**src/hw/hpag_pkg.sv**
```systemverilog
package hpag_pkg;

  ////////////////////////////////////////////////////////////////////////////
  // register offsets, byte addresses on the wishbone bus
  localparam logic [7:0] CTRL_OFS = 8'h00;
  localparam logic [7:0] PINCFG_OFS = 8'h04;
  localparam logic [7:0] WINDOW_OFS = 8'h08;
  localparam logic [7:0] AUX_OFS = 8'h0c;
  localparam logic [7:0] STATUS_OFS = 8'h10;
  localparam logic [7:0] RAWBUS_OFS = 8'h14;

  // control register fields
  localparam int CTRL_SWAP_BIT = 0;
  localparam int CTRL_ORDER_BIT = 1;
  localparam int CTRL_READY_BIT = 2;
  localparam int CTRL_IRQ_BIT = 3;
  localparam int CTRL_DREQ_BIT = 4;
  localparam int CTRL_W = 5;

  // pin function config fields, one bit per host-port pin group, one bit for all 16 bus lines, none for byte select
  localparam int PIN_GUARD = 0;
  localparam int PIN_READY = 1;
  localparam int PIN_IRQ = 2;
  localparam int PIN_DREQ = 3;
  localparam int PIN_BUS = 4;
  localparam int PIN_CS = 5;
  localparam int PIN_RS = 6;
  localparam int PIN_WR = 7;
  localparam int PIN_RD = 8;
  localparam int PIN_W = 9;

  // status register fields
  localparam int STAT_BOOT_BIT = 0;
  localparam int STAT_GUARD_BIT = 1;
  localparam int STAT_RESET_BIT = 2;
  localparam int STAT_RAW_LSB = 8;

  // reset values
  localparam logic [CTRL_W-1:0] CTRL_RST = 5'h00;
  localparam logic [PIN_W-1:0] PINCFG_RST = 9'h000;
  localparam logic [31:0] WORD_RST = 32'h0000_0000;

  ////////////////////////////////////////////////////////////////////////////
  // host pin bundles
  typedef struct packed {
    logic select_n;
    logic reg_select;
    logic write_n;
    logic read_n;
    logic [1:0] byte_sel;
    logic [15:0] bus;
  } hpag_host_in_type;

  typedef struct packed {
    logic ready;
    logic ready_oe;
    logic irq;
    logic irq_oe;
    logic dreq;
    logic dreq_oe;
    logic [15:0] bus_out;
    logic bus_oe;
    logic [3:0] in_en;
  } hpag_host_out_type;

  ////////////////////////////////////////////////////////////////////////////
  // reverse the four bytes of a word
  function automatic logic [31:0] byte_rev(input logic [31:0] w);
    byte_rev = {w[7:0], w[15:8], w[23:16], w[31:24]};
  endfunction : byte_rev

  // byte-lane merge of a wishbone write
  function automatic logic [31:0] lane_merge(input logic [31:0] old_w, input logic [31:0] new_w,
                                             input logic [3:0] sel);
    for (int i = 0; i < 4; i++)
    begin
      lane_merge[i*8 +: 8] = sel[i] ? new_w[i*8 +: 8] : old_w[i*8 +: 8];
    end
  endfunction : lane_merge

endpackage : hpag_pkg

```
**src/hw/hpag_top.sv**
```systemverilog
// Our own choices: the placing of the registers and register access over Wishbone.
module hpag_top (
  input wire logic clk,
  input wire logic rst_n,
  input wire logic reset_pin_n,
  input wire logic boot_strap_in,
  input wire logic power_guard_in,
  input wire logic wb_cyc_i,
  input wire logic wb_stb_i,
  input wire logic wb_we_i,
  input wire logic [7:0] wb_adr_i,
  input wire logic [3:0] wb_sel_i,
  input wire logic [31:0] wb_dat_i,
  output logic [31:0] wb_dat_o,
  output logic wb_ack_o,
  input wire hpag_pkg::hpag_host_in_type host_in,
  output hpag_pkg::hpag_host_out_type host_out
);

  ////////////////////////////////////////////////////////////////////////////
  logic [hpag_pkg::CTRL_W-1:0] ctrl_r;
  logic [hpag_pkg::PIN_W-1:0] pfc_r;
  logic [31:0] window_r;
  logic [31:0] aux_r;
  logic boot_mode_r;
  logic wr_prev_r;
  logic ack_r;
  logic [31:0] dat_r;
  hpag_pkg::hpag_host_out_type hout_r;
  hpag_pkg::hpag_host_out_type hout_nxt;

  // reset and mode view
  wire logic in_rst = ~reset_pin_n;
  wire logic boot_now = in_rst ? boot_strap_in : boot_mode_r;
  wire logic guard = power_guard_in;
  wire logic boot_live = ~in_rst & guard;
  wire logic cfg_live = ~in_rst & pfc_r[hpag_pkg::PIN_GUARD] & guard;

  // per-pin host function enable
  wire logic [hpag_pkg::PIN_W-1:0] host_en = boot_now ? {hpag_pkg::PIN_W{boot_live}}
                                                      : ({hpag_pkg::PIN_W{cfg_live}} & pfc_r);

  // host strobes seen only through enabled input buffers
  wire logic sel_act = host_en[hpag_pkg::PIN_CS] & ~host_in.select_n;
  wire logic rs_act = host_en[hpag_pkg::PIN_RS] & host_in.reg_select;
  wire logic rd_act = host_en[hpag_pkg::PIN_RD] & ~host_in.read_n;
  wire logic wr_act = host_en[hpag_pkg::PIN_WR] & ~host_in.write_n;
  wire logic rd_go = sel_act & rd_act & host_en[hpag_pkg::PIN_BUS];
  wire logic wr_go = sel_act & wr_act & ~wr_prev_r & host_en[hpag_pkg::PIN_BUS];

  ////////////////////////////////////////////////////////////////////////////
  // alignment lane, window when register select is high
  wire logic [31:0] lane_word = rs_act ? window_r : aux_r;
  wire logic lane_swap = rs_act & ctrl_r[hpag_pkg::CTRL_SWAP_BIT];
  logic [15:0] lane_half;
  logic [31:0] lane_merged;

  hpag_lane i_hpag_lane (
    .word(lane_word),
    .swap(lane_swap),
    .order_inv(ctrl_r[hpag_pkg::CTRL_ORDER_BIT]),
    .byte_sel_hi(host_in.byte_sel[1]),
    .bus_in(host_in.bus),
    .half_out(lane_half),
    .word_merged(lane_merged)
  );

  ////////////////////////////////////////////////////////////////////////////
  // wishbone decode
  wire logic wb_hit = wb_cyc_i & wb_stb_i;
  wire logic wb_wr = wb_hit & ack_r & wb_we_i;
  wire logic [31:0] ctrl_wide = {{(32-hpag_pkg::CTRL_W){1'b0}}, ctrl_r};
  wire logic [31:0] pfc_wide = {{(32-hpag_pkg::PIN_W){1'b0}}, pfc_r};
  wire logic [31:0] ctrl_wnew = hpag_pkg::lane_merge(ctrl_wide, wb_dat_i, wb_sel_i);
  wire logic [31:0] pfc_wnew = hpag_pkg::lane_merge(pfc_wide, wb_dat_i, wb_sel_i);
  wire logic [4:0] raw_pins = {host_in.select_n, host_in.reg_select, host_in.write_n, host_in.read_n, guard};
  wire logic [31:0] status_word = {19'h00000, raw_pins, 5'h00, in_rst, guard, boot_mode_r};
  logic [31:0] rd_mux;

  // read data select, unmapped reads as zero
  always_comb
  begin
    case (wb_adr_i)
      hpag_pkg::CTRL_OFS: rd_mux = ctrl_wide;
      hpag_pkg::PINCFG_OFS: rd_mux = pfc_wide;
      hpag_pkg::WINDOW_OFS: rd_mux = window_r;
      hpag_pkg::AUX_OFS: rd_mux = aux_r;
      hpag_pkg::STATUS_OFS: rd_mux = status_word;
      hpag_pkg::RAWBUS_OFS: rd_mux = {16'h0000, host_in.bus};
      default: rd_mux = 32'h0000_0000;
    endcase
  end

  // bus handshake, ack one cycle after the request
  always_ff @(posedge clk or negedge rst_n)
  begin
    if (!rst_n)
    begin
      ack_r <= 1'b0;
      dat_r <= hpag_pkg::WORD_RST;
    end
    else
    begin
      ack_r <= wb_hit & ~ack_r;
      dat_r <= (wb_hit & ~ack_r) ? rd_mux : dat_r;
    end
  end

  assign wb_ack_o = ack_r;
  assign wb_dat_o = dat_r;

  ////////////////////////////////////////////////////////////////////////////
  // software registers; host write to the same word wins
  wire logic wb_win = wb_wr & (wb_adr_i == hpag_pkg::WINDOW_OFS);
  wire logic wb_aux = wb_wr & (wb_adr_i == hpag_pkg::AUX_OFS);
  wire logic [31:0] window_nxt = (wr_go & rs_act) ? lane_merged
                               : (wb_win ? hpag_pkg::lane_merge(window_r, wb_dat_i, wb_sel_i) : window_r);
  wire logic [31:0] aux_nxt = (wr_go & ~rs_act) ? lane_merged
                            : (wb_aux ? hpag_pkg::lane_merge(aux_r, wb_dat_i, wb_sel_i) : aux_r);
  wire logic ctrl_we = wb_wr & (wb_adr_i == hpag_pkg::CTRL_OFS);
  wire logic pfc_we = wb_wr & (wb_adr_i == hpag_pkg::PINCFG_OFS);

  always_ff @(posedge clk or negedge rst_n)
  begin
    if (!rst_n)
    begin
      ctrl_r <= hpag_pkg::CTRL_RST;
      pfc_r <= hpag_pkg::PINCFG_RST;
      window_r <= hpag_pkg::WORD_RST;
      aux_r <= hpag_pkg::WORD_RST;
    end
    else
    begin
      ctrl_r <= ctrl_we ? ctrl_wnew[hpag_pkg::CTRL_W-1:0] : ctrl_r;
      pfc_r <= in_rst ? hpag_pkg::PINCFG_RST : (pfc_we ? pfc_wnew[hpag_pkg::PIN_W-1:0] : pfc_r);
      window_r <= window_nxt;
      aux_r <= aux_nxt;
    end
  end

  // strap caught while the device reset pin is held
  always_ff @(posedge clk or negedge rst_n)
  begin
    if (!rst_n)
    begin
      boot_mode_r <= 1'b0;
      wr_prev_r <= 1'b0;
    end
    else
    begin
      boot_mode_r <= in_rst ? boot_strap_in : boot_mode_r;
      wr_prev_r <= sel_act & wr_act;
    end
  end

  ////////////////////////////////////////////////////////////////////////////
  // pin buffer control
  always_comb
  begin
    hout_nxt.ready = host_en[hpag_pkg::PIN_READY] & ctrl_r[hpag_pkg::CTRL_READY_BIT];
    hout_nxt.ready_oe = (in_rst & boot_strap_in) | host_en[hpag_pkg::PIN_READY];
    hout_nxt.irq = host_en[hpag_pkg::PIN_IRQ] & ctrl_r[hpag_pkg::CTRL_IRQ_BIT];
    hout_nxt.irq_oe = host_en[hpag_pkg::PIN_IRQ];
    hout_nxt.dreq = host_en[hpag_pkg::PIN_DREQ] & ctrl_r[hpag_pkg::CTRL_DREQ_BIT];
    hout_nxt.dreq_oe = host_en[hpag_pkg::PIN_DREQ];
    hout_nxt.bus_out = rd_go ? lane_half : 16'h0000;
    hout_nxt.bus_oe = rd_go;
    hout_nxt.in_en = {host_en[hpag_pkg::PIN_CS], host_en[hpag_pkg::PIN_RS],
                      host_en[hpag_pkg::PIN_WR], host_en[hpag_pkg::PIN_RD]};
  end

  always_ff @(posedge clk or negedge rst_n)
  begin
    if (!rst_n)
    begin
      hout_r <= '0;
    end
    else
    begin
      hout_r <= hout_nxt;
    end
  end

  assign host_out = hout_r;

  ////////////////////////////////////////////////////////////////////////////
  // checks
  wire logic rd_plain = rd_go & rs_act & host_in.byte_sel == 2'h0 & ~ctrl_r[hpag_pkg::CTRL_ORDER_BIT];

  property p_win_upper;
    @(posedge clk) disable iff (!rst_n)
    rd_plain & ~ctrl_r[hpag_pkg::CTRL_SWAP_BIT] |=> host_out.bus_oe && host_out.bus_out == $past(window_r[31:16]);
  endproperty
  a_win_upper: assert property (p_win_upper) else $error("window upper half not on bus");

  property p_win_swap;
    @(posedge clk) disable iff (!rst_n)
    rd_plain & ctrl_r[hpag_pkg::CTRL_SWAP_BIT]
      |=> host_out.bus_out == {$past(window_r[7:0]), $past(window_r[15:8])};
  endproperty
  a_win_swap: assert property (p_win_swap) else $error("swapped window half wrong");

  property p_aux_noswap;
    @(posedge clk) disable iff (!rst_n)
    rd_go & ~rs_act & host_in.byte_sel == 2'h2 & ~ctrl_r[hpag_pkg::CTRL_ORDER_BIT]
      |=> host_out.bus_out == $past(aux_r[15:0]);
  endproperty
  a_aux_noswap: assert property (p_aux_noswap) else $error("other register half wrong");

  property p_guard_off;
    @(posedge clk) disable iff (!rst_n)
    reset_pin_n & ~power_guard_in
      |=> !host_out.ready_oe && !host_out.irq_oe && !host_out.dreq_oe && !host_out.bus_oe && host_out.in_en == 4'h0;
  endproperty
  a_guard_off: assert property (p_guard_off) else $error("pin driven while guard low");

  property p_boot_reset;
    @(posedge clk) disable iff (!rst_n)
    (~reset_pin_n & boot_strap_in) [*2]
      |=> host_out.ready_oe && !host_out.ready && !host_out.irq_oe && host_out.in_en == 4'h0;
  endproperty
  a_boot_reset: assert property (p_boot_reset) else $error("boot reset pin state wrong");

  property p_boot_live;
    @(posedge clk) disable iff (!rst_n)
    reset_pin_n & boot_mode_r & power_guard_in
      |=> host_out.ready_oe && host_out.irq_oe && host_out.dreq_oe && host_out.in_en == 4'hf;
  endproperty
  a_boot_live: assert property (p_boot_live) else $error("boot mode pins not live");

  property p_nonboot_reset;
    @(posedge clk) disable iff (!rst_n)
    ~reset_pin_n & ~boot_strap_in |=> !host_out.ready_oe && host_out.in_en == 4'h0 && !host_out.bus_oe;
  endproperty
  a_nonboot_reset: assert property (p_nonboot_reset) else $error("non-boot reset pin not input");

  property p_cfg_guard;
    @(posedge clk) disable iff (!rst_n)
    reset_pin_n & ~boot_mode_r & pfc_r[hpag_pkg::PIN_GUARD] & pfc_r[hpag_pkg::PIN_CS]
      |=> host_out.in_en[3] == $past(power_guard_in);
  endproperty
  a_cfg_guard: assert property (p_cfg_guard) else $error("configured pin ignores guard");

  property p_cfg_noguard;
    @(posedge clk) disable iff (!rst_n)
    reset_pin_n & ~boot_mode_r & ~pfc_r[hpag_pkg::PIN_GUARD] |=> host_out.in_en == 4'h0 && !host_out.irq_oe;
  endproperty
  a_cfg_noguard: assert property (p_cfg_noguard) else $error("pin live without guard function");

  property p_host_win_write;
    @(posedge clk) disable iff (!rst_n)
    wr_go & rs_act & ~ctrl_r[hpag_pkg::CTRL_SWAP_BIT] & (host_in.byte_sel[1] ^ ctrl_r[hpag_pkg::CTRL_ORDER_BIT])
      |=> window_r[15:0] == $past(host_in.bus);
  endproperty
  a_host_win_write: assert property (p_host_win_write) else $error("host write missed lower window half");

  property p_bus_idle;
    @(posedge clk) disable iff (!rst_n)
    ~rd_go |=> !host_out.bus_oe;
  endproperty
  a_bus_idle: assert property (p_bus_idle) else $error("data bus driven without read strobes");

  property p_boot_dreq;
    @(posedge clk) disable iff (!rst_n)
    reset_pin_n & boot_mode_r & power_guard_in |=> host_out.dreq == $past(ctrl_r[hpag_pkg::CTRL_DREQ_BIT]);
  endproperty
  a_boot_dreq: assert property (p_boot_dreq) else $error("dma request level not sequenced");

  property p_boot_irq;
    @(posedge clk) disable iff (!rst_n)
    reset_pin_n & boot_mode_r & power_guard_in |=> host_out.irq == $past(ctrl_r[hpag_pkg::CTRL_IRQ_BIT]);
  endproperty
  a_boot_irq: assert property (p_boot_irq) else $error("interrupt level not sequenced");

  property p_reset_quiet;
    @(posedge clk) disable iff (!rst_n)
    ~reset_pin_n & boot_strap_in |=> !host_out.bus_oe && !host_out.dreq_oe && !host_out.irq;
  endproperty
  a_reset_quiet: assert property (p_reset_quiet) else $error("boot reset drives bus or requests");

  property p_noguard_bus;
    @(posedge clk) disable iff (!rst_n)
    reset_pin_n & ~boot_mode_r & ~pfc_r[hpag_pkg::PIN_GUARD] & pfc_r[hpag_pkg::PIN_BUS]
      |=> !host_out.bus_oe && !host_out.dreq_oe;
  endproperty
  a_noguard_bus: assert property (p_noguard_bus) else $error("bus live without guard function");

  c_win_read: cover property (@(posedge clk) disable iff (!rst_n) rd_go & rs_act ##1 host_out.bus_oe);
  c_boot_up: cover property (@(posedge clk) disable iff (!rst_n) ~reset_pin_n & boot_strap_in ##1 reset_pin_n);
  c_cfg_live: cover property (@(posedge clk) disable iff (!rst_n) ~boot_mode_r & cfg_live & pfc_r[hpag_pkg::PIN_RD]);
  c_host_write: cover property (@(posedge clk) disable iff (!rst_n) wr_go & rs_act);
  c_guard_cut: cover property (@(posedge clk) disable iff (!rst_n)
                               reset_pin_n & power_guard_in ##1 ~power_guard_in);

endmodule : hpag_top

```
**src/hw/hpag_lane.sv**
```systemverilog
// halfword pick and merge for one 32-bit host register
module hpag_lane (
  input wire logic [31:0] word,
  input wire logic swap,
  input wire logic order_inv,
  input wire logic byte_sel_hi,
  input wire logic [15:0] bus_in,
  output logic [15:0] half_out,
  output logic [31:0] word_merged
);

  logic [31:0] view;
  logic pick_lower;
  logic [31:0] view_merged;

  // byte-reversed view when swapping, then halfword choice
  assign view = swap ? hpag_pkg::byte_rev(word) : word;
  assign pick_lower = byte_sel_hi ^ order_inv;
  assign half_out = pick_lower ? view[15:0] : view[31:16];
  assign view_merged = pick_lower ? {view[31:16], bus_in} : {bus_in, view[15:0]};
  assign word_merged = swap ? hpag_pkg::byte_rev(view_merged) : view_merged;

endmodule : hpag_lane

```
**config.mk**
```make
export PLATFORM = sky130hd
export DESIGN_NAME = hpag_top
export DESIGN_NICKNAME = d
export VERILOG_FILES = /design/src/hw/hpag_pkg.sv /design/src/hw/hpag_top.sv /design/src/hw/hpag_lane.sv
export SDC_FILE = /design/constraint.sdc
export NUM_CORES = 1
export LEC_CHECK = 0
export BUFFER_PORTS_ARGS = -buffer_cell sky130_fd_sc_hd__buf_4
export CAP_MARGIN = 20
export CORE_MARGIN = 8
export CORE_UTILIZATION = 25
export CTS_BUF_LIST = sky130_fd_sc_hd__clkbuf_8
export DETAILED_ROUTE_END_ITERATION = 8
export SLEW_MARGIN = 20
export SYNTH_ARGS = -nofsm -noshare
export SYNTH_HDL_FRONTEND = slang
export SYNTH_HIERARCHICAL = 1
export SYNTH_SLANG_ARGS = --single-unit
```
**constraint.sdc**
```tcl
create_clock -name clk -period 3.35 [get_ports clk]
set_input_delay 0.335 -clock clk [delete_from_list [all_inputs] [get_ports clk]]
set_output_delay 0.335 -clock clk [all_outputs]
set_load 0.03 [all_outputs]
```
# Yosys cells after proc, flatten, opt, wreduce, memory -nomap -nowiden
# Index checks and enable logic that the tools add are counted.
dict set report op_classes {
  n_eq_ne 8
  mux 20
  bitwise 37
  reduce_logical 22
}
# op count
set op_table {}
lappend op_table {{32-bit two-way mux} 8}
lappend op_table {{32-bit one-hot mux with 6 select lines} 1}
lappend op_table {{16-bit two-way mux} 2}
lappend op_table {{8-bit two-way mux} 4}
lappend op_table {{1-bit bitwise AND} 27}
lappend op_table {{9-bit two-way mux} 3}
lappend op_table {{2-bit AND reduction} 11}
lappend op_table {{2-bit nonzero test} 10}
lappend op_table {{8-bit by 4-bit equality test with 1-bit output, second input constant} 2}
lappend op_table {{8-bit by 5-bit equality test with 1-bit output, second input constant} 2}
lappend op_table {{9-bit bitwise AND} 1}
lappend op_table {{8-bit by 3-bit equality test with 1-bit output, second input constant} 1}
lappend op_table {{8-bit logical NOT} 1}
lappend op_table {{1-bit inverter} 7}
lappend op_table {{2-bit by 1-bit inequality test with 1-bit output, second input constant} 3}
lappend op_table {{1-bit two-way mux} 2}
lappend op_table {{1-bit bitwise OR} 1}
lappend op_table {{1-bit XOR} 1}
dict set report totals {
  ff_bits 140
  inputBits 74
  elab_cells 111
}

# Logic depth before layout (Yosys ltp)
# Gate-level depths: netlist of run 1.
dict set report depth {
  ltp_word 11
  ltp_mapped 10
  ltp_nobuf 6
}

# Modules after synthesis
# Netlist of run 1, hierarchy kept.
# mod instances cells_each area_per_inst_um2
set modules_own_cells {}
lappend modules_own_cells {hpag_top 1 604 7383.3}
lappend modules_own_cells {hpag_lane 1 130 1526.5}

# Worst setup path after synthesis of run 1
# No wires, ideal clock.
dict set report synth_timing {
  path_kind {register to register}
  from {register pfc_r[0] (netlist bit)}
  to {register hout_r, in the netlist host_out[5]}
  t_arrival_ns 2.240
  setup_slack_ns 0.991
  path_stages_with_launch 9
  n_path_buf 3
  period_less_slack_ns 2.359
  path_cell_list {dfrtp_1 -> buf_4 -> a21oi_1 -> or3b_1 -> buf_2 -> clkbuf_1 -> mux2_2 -> mux4_1 -> and2_1}
}
# element line_no
set synth_lines {}
lappend synth_lines {{start: declaration} hpag_top.sv:22} ;# logic [hpag_pkg::PIN_W-1:0] pfc_r;
lappend synth_lines {{start signal: assignment} hpag_top.sv:128} ;# pfc_r <= hpag_pkg::PINCFG_RST;
lappend synth_lines {{start signal: assignment} hpag_top.sv:135} ;# pfc_r <= in_rst ? hpag_pkg::PINCFG_RST : (pfc_we ? pfc_wnew[hpag_pkg::PIN_W-1:0] : pfc_r);
lappend synth_lines {{end signal: assignment} hpag_top.sv:180} ;# hout_r <= hout_nxt;
lappend synth_lines {{end: declaration} hpag_top.sv:29} ;# hpag_pkg::hpag_host_out_type hout_r;

==> results.md, run 1 <==
* Top post-synthesis cells by count: 140 x dfrtp_1, 137 x mux2_2, 108 x mux2i_1
* Post-synth EDFFs at 0
* Synth area leaders: dfrtp_1 39%, mux2_2 17%, mux2i_1 12%
* TritonCTS Buffers at 17
* Cell area power density at approximately 340 mW/mm^2
* Relative slew slack at 0.3703
* Post-DP HPWL at 21790 microns
* Core box area at 0.03531 sq mm
* Io pins at ~130
* Max-cap violations at 0
* Clock buffer depth at 2
* Synth Warn # at 6
* Busiest grt layer: met2
* Final nets at around 900
* # port buffers at around 130
* Power share of the clock group at 0.427
* Final ANT Viol Nets at 0
* Worst vdd ir at roughly 0.15 mV
* Initial Util at 0.2523
* Leak at roughly 5.1 nW
* Crit path DAT at a little over 3000 ps
* Synth top area share at 0.3932
* Switching Fraction at 0.2635
* Unrepaired setup endpoints after global routing: no
* TNS Setup at 0 ps
* Gate power share at 0.109
* #FFs+latches synth at 140
* Outcome: complete, no violations
* Routability Congestion at roughly 0.84
* Synthesis-to-finish area growth at 21.36%
* Worst Setup Start Kind: flop
* Top cell type by total area after synthesis: dfrtp_1
* M2 GR Usage at 0.2345
* Pre-Repair DR Iteration Count at 6
* CTS root buf: clkbuf_8
* Tmin final at 2749 ps
* Kind of critical path: flop to flop
* Netlist cell types at 61
* Flop pwr share at 0.464
* Clock Pin Slew Worst Setup and Hold Paths at about 90 ps
* Die Y at about 200 microns
* Worst endpoint required time at 3710 ps
* Die ar. at ~0.042 sq mm
* Cell-internal power at ~2.7 mW
* Syn Nets at 808
* Die extent in x at 204.8 microns
* Endpoints failing hold at 0
* Placed Cells incl. Taps at 1292
* Post-synthesis sequential area ratio at 0.3932
* FF/Latch Area at 0.003503 sq mm
* Least-Margin Pin Slew at between 900 and 1000 ps
* WL per Instance at roughly 22 microns
* Fmax at around 0.36 GHz
* Gr usage total at 0.1398
* Clk_lat worst skew at ~470 ps
* Vias at between 6000 and 7000
* Worst Skew at ~14 ps
* Psw at 973.3 uW
* Grt ovf at 0
* Vias in the first global route at around 7000
* Final Cycle Share at 0.8206
* Vias per cell at 4.921
* Top_reg_cell synth: dfrtp_1
* TritonCTS clock tree: built
* Mapped cell area at a little under 0.009 sq mm
* Area of the multi-input gates at 0.005075 sq mm
* Post-CTS Resized at 0
* WHS at approximately 90 ps
* FFs w/ async S/R, synth at 1.000
* Filler instances at between 3000 and 4000
* H-tree levels at 4
* Final setup fails at 0
* # rows at a little under 70
* Grt met3 use at 0.03985
* Mean Syn Cell Area at between 10 and 15 sq um
* Total wire length at between 20000 and 30000 microns
* Clock sinks at 140
* Met1 usage at 0.1697
* Cell Count, Final, Fillers Out at 1325
* First-pass GRT wire length at about 44000 microns
* Synth Instances at 734
* Critical Path Sink Type: flop
* Residual DRC at 0
* Initial antenna violation count at 6
* Initial DRC count at roughly 590
* Final Slew Violations at 0
* Crit path max fanout at 32
* Hold Crit Class: input pin to flop
* Largest net degree at the start of global routing at roughly 80
* Share of layout cells above drive strength 1 at 0.4450
* Count leader, synth: dfrtp_1
[registers in the layout (all words and copies together), names as in the netlist]
name	cells
aux_r	32
boot_mode_r	1
ctrl_r	5
host_out	27
pfc_r	9
wb_ack_o	1
wb_dat_o	32
window_r	32
wr_prev_r	1
[path summary, 6_finish.rpt]
kind,startpoint,to,slack (ps),cells past startpoint
min in group asynchronous,rst_n,host_out[21]$_DFF_PN0_,470,2
max in group asynchronous,rst_n,aux_r[30]$_DFFE_PN0P_,2000,3
setup / recovery,pfc_r[0]$_DFFE_PN0P_,host_out[6]$_DFF_PN0_,600,6
hold reg to reg,wb_dat_o[9]$_DFFE_PN0P_,wb_dat_o[9]$_DFFE_PN0P_,480,2
setup reg to reg,pfc_r[0]$_DFFE_PN0P_,host_out[6]$_DFF_PN0_,600,6
hold / removal,boot_strap_in,boot_mode_r$_DFF_PN0_,90,3
[power by group through the flow]
stage	clock network (mW)	logic [mW]	registers (mW)
5_1_grt	1.67	0.435	1.71
3_3_place_gp	0	0.402	1.75
4_1_cts	1.61	0.408	1.71
2_1_floorplan	0	0.188	1.76
6_report	1.58	0.404	1.71
3_5_place_dp	0	0.406	1.75
[timing repair]
action,in CTS,in global routing
hold endpoints to repair,76,0
hold buffers,1,0
setup buffers,0,0
[layout by cell type (no fill, tap or decap), types with 19 or more instances in the layout]
cell type	count
dfrtp_1	140
mux2i_1	108
and2_1	20
mux2_4	32
o21ai_0	39
buf_4	147
nand2_1	39
a21oi_1	22
mux2_2	137
clkbuf_8	19
[metal layers]
metal | wire [microns] | vias to the layer above
li1 | - | 2994
met1 | 11990 | 3288
met2 | 14350 | 187
met3 | 1969 | 43
met4 | 671 | 8
met5 | 52 | -
[critical path: stages (launching register included)]
cell	delay, ps
dfrtp_1	500
a21oi_1	260
or3b_1	190
buf_4	430
mux2_2	460
mux4_1	580
and2_1	170
[per-stage QoR]
step	total power, mW	instance area, sq um	setup slack [ps]	util
finish	3.693	10810	600.9	0.3062
global placement	2.147	10350	692.4	0.2932
CTS	3.730	10810	665.0	0.3062
detailed placement	2.152	10350	677.1	0.2932
global route	3.823	10810	528.0	0.3062
floorplan	1.947	8910	991.0	-
[final cells by class]
class                           count  area share
Antenna cell                        1   0.0002314
Clock inverter                     12     0.01724
Timing Repair Buffer              152      0.1096
Tap cell                          461     0.05334
Clock buffer                       19     0.02418
Inverter                            6    0.002083
Sequential cell                   140      0.3240
Multi-Input combinational cell    534      0.4693
[logic make-up after synthesis]
| logic type | Yosys count | synth area share |
|---|---|---|
| compound gates | 102 | 0.07274 |
| xor+xnor | 3 | 0.003792 |
| buf+inv | 60 | 0.04129 |
| flops | 140 | 0.3932 |
| mux | 293 | 0.3914 |
| simple gates | 136 | 0.09760 |
Power figures use the tool's default switching activity.
==> run 2, diff against run 1 <==
==> constraint.sdc (replaced) <==
create_clock -name clk -period 2.3 [get_ports clk]
set_input_delay 0.23 -clock clk [delete_from_list [all_inputs] [get_ports clk]]
set_output_delay 0.23 -clock clk [all_outputs]
set_load 0.03 [all_outputs]
==> run 2 against run 1 <==
Effect of this change: combinational power increased by 54%; critical endpoint is now host_out[13]$_DFF_PN0_; critical path type unchanged; worst setup slack got worse by 530 ps; register-to-register slack got worse by 530 ps; highest routed layer unchanged.
==> results.md, run 2 (same netlist as run 1, synthesis figures left out) <==
* Outcome: complete, no violations
* Pre-Repair DR Iteration Count at 4 (-2)
* Die Y at 204.8 microns (unchanged)
* Clock Pin Slew Worst Setup and Hold Paths at 90 ps (about the same)
* WL per Instance at 22.23 microns (+1.4%)
* Vias per cell at 5.004 (+1.7%)
* Post-DP HPWL at 22920 microns (+5.2%)
* Critical Path Sink Type: flop
* TritonCTS Buffers at 17 (unchanged)
* Total wire length at 30170 microns (+3.9%)
* Bufs and invs on worst path at 1 (unchanged)
* Slowest cell on crit path: mux4_2
* Synthesis-to-finish area growth at 24.53%
* Reg2reg setup slack at 70 ps (-530 ps)
* Share of layout cells above drive strength 1 at 0.4654 (+0.02044)
* Hold endpoint: ctrl_r[2]$_DFFE_PN0P_
* Final ANT Viol Nets at 0 (unchanged)
* Vias at 6790 (+4.1%)
* Vias in the first global route at 7115 (+1.2%)
* Final nets at 958 (+3.6%)
* Crit path cell chain: a21oi_1 > or3b_4 > buf_4 > mux2_2 > mux4_2 > and2_1
* Fmax at 0.4482 GHz (+23%)
* Leak at 5.293 nW (+3.3%)
* Gr usage total at 0.1424 (+0.002561)
* Grt ovf at 0 (unchanged)
* Core box area at 0.03531 sq mm (unchanged)
* Die ar. at 0.04194 sq mm (unchanged)
* TritonCTS clock tree: built
* Worst endpoint required time at 2650 ps (-1060 ps)
* First-pass GRT wire length at 45020 microns (+1.4%)
* Total Power at 5.189 mW (+40%)
* Initial DRC count at 436 (-26%)
* Worst vdd ir at 0.2698 mV (+75%)
* Setup Fix Bufs, Post-CTS at 0 (unchanged)
* # rows at 69 (unchanged)
* Cell area power density at 467.7 mW/mm^2 (+37%)
* FF-to-FF Start: pfc_r[6]$_DFFE_PN0P_
* Hold Crit Class: input pin to flop
* Tmin final at 2231 ps (-518.1 ps)
* Clock buffer depth at 2 (unchanged)
* CTS root buf: clkbuf_8
* Crit path max fanout at 10 (-69%)
* Worst path top cell family by delay: multiplexers
* Most frequent cells in the layout: 172 x buf_4, 140 x dfrtp_1, 137 x mux2_2
* Kind of critical path: flop to flop
* TNS Setup at 0 ps (unchanged)
* Largest net degree at the start of global routing at 59 (-25%)
* Clock sinks at 140 (unchanged)
* Routability Congestion at 0.8488 (+0.66%)
* Crit-path max cell delay at 500 ps (-80 ps)
* Clk_lat worst skew at 460 ps (about the same)
* Least-Margin Pin Slew at 673.8 ps (-257.6 ps)
* Die extent in x at 204.8 microns (unchanged)
* H-tree levels at 4 (unchanged)
* Reg2Reg Depth at 6 (unchanged)
* Crit Reg-Reg Endpoint: host_out[13]$_DFF_PN0_
* Endpoints failing hold at 0 (unchanged)
* Post-Route Utilization at 0.3142 (+0.008008)
* Commonest non-fill, non-tap cell in the layout: buf_4
* # port buffers at 132 (unchanged)
* ANT cells at 0 (-1)
* Initial antenna violation count at 1 (-5)
* Worst Setup Start Kind: flop
* Relative slew slack at 0.5484 (+0.1780)
* Io pins at 134 (unchanged)
* Final Cycle Share at 0.9700 (+0.1494)
* Initial Util at 0.2523 (unchanged)
* Crit path DAT at 2580 ps (-530 ps)
* Final setup fails at 0 (unchanged)
* Final Slew Violations at 0 (unchanged)
* Max-cap violations at 0 (unchanged)
* Worst Skew at 18.04 ps (+4.238 ps)
* Hold Path Depth at 2 (-1)
* Residual DRC at 0 (unchanged)
* Unrepaired setup endpoints after global routing: no
* Min-delay src: wb_dat_i[2]
[run 2: cell count changes in the layout (fill, tap and decap cells not counted), sizes merged]
| cell | before | now |
|---|---|---|
| buf | 151 | 183 |
| inv | 8 | 11 |
| bufinv | 4 | 2 |
| clkbuf | 19 | 17 |
| clkinv | 4 | 5 |
| diode | 1 | 0 |
| dlygate4sd3 | 1 | 2 |
[run 2: how the worst max path moves through the flow]
stage / startpoint / endpoint / depth (start not counted)
after floorplan: boot_mode_r$_DFF_PN0_ / host_out[5]$_DFF_PN0_ / 8
after global placement: pfc_r[6]$_DFFE_PN0P_ / host_out[13]$_DFF_PN0_ / 6
after global routing: pfc_r[6]$_DFFE_PN0P_ / aux_r[10]$_DFFE_PN0P_ / 8
after CTS: pfc_r[6]$_DFFE_PN0P_ / host_out[13]$_DFF_PN0_ / 6
after detailed placement: pfc_r[6]$_DFFE_PN0P_ / host_out[13]$_DFF_PN0_ / 6
final: pfc_r[6]$_DFFE_PN0P_ / host_out[13]$_DFF_PN0_ / 6
[run 2: timing repair]
item | 4_1_cts | 5_1_grt
setup endpoints to repair | 0 | 20
gates resized for setup | 0 | 1
hold endpoints to repair | 56 | 0
hold buffers | 2 | 0
[run 2: layer usage]
metal,track usage,part of all wire,vias to the layer above
met4,0.05426,0.025,2
met2,0.2418,0.50,200
met1,0.1724,0.41,3494
li1,-,-,3049
met3,0.03368,0.059,45
met5,0,0.00050,-
[run 2: report_power, final]
part           internal (mW)  total (mW)  switching (mW)
logic                  0.257       0.621           0.364
registers               2.48        2.49          0.0120
clock network          0.980        2.08            1.10
total                   3.72        5.19            1.47
[run 2: final cells by class]
cell class,count,area [sq um]
clock buffers,17,234.0
clock inverters,14,158.9
fillers,3580,24210
inverters,6,22.52
multi-input cells,534,5077
flip-flops and latches,140,3503
well taps,461,576.8
repair buffers,185,1523
[run 2: metrics by stage]
stage	cells	cell area [sq um]	setup slack [ps]	hold WS [ps]
final	1357	11100	68.97	36.53
after global routing	1357	11100	13.58	15.26
after CTS	1357	11090	13.53	9.149
after detailed placement	1324	10680	22.12	257.1
after global placement	1324	10680	47.90	246.0
after floorplan	734	8914	42.69	-65.59
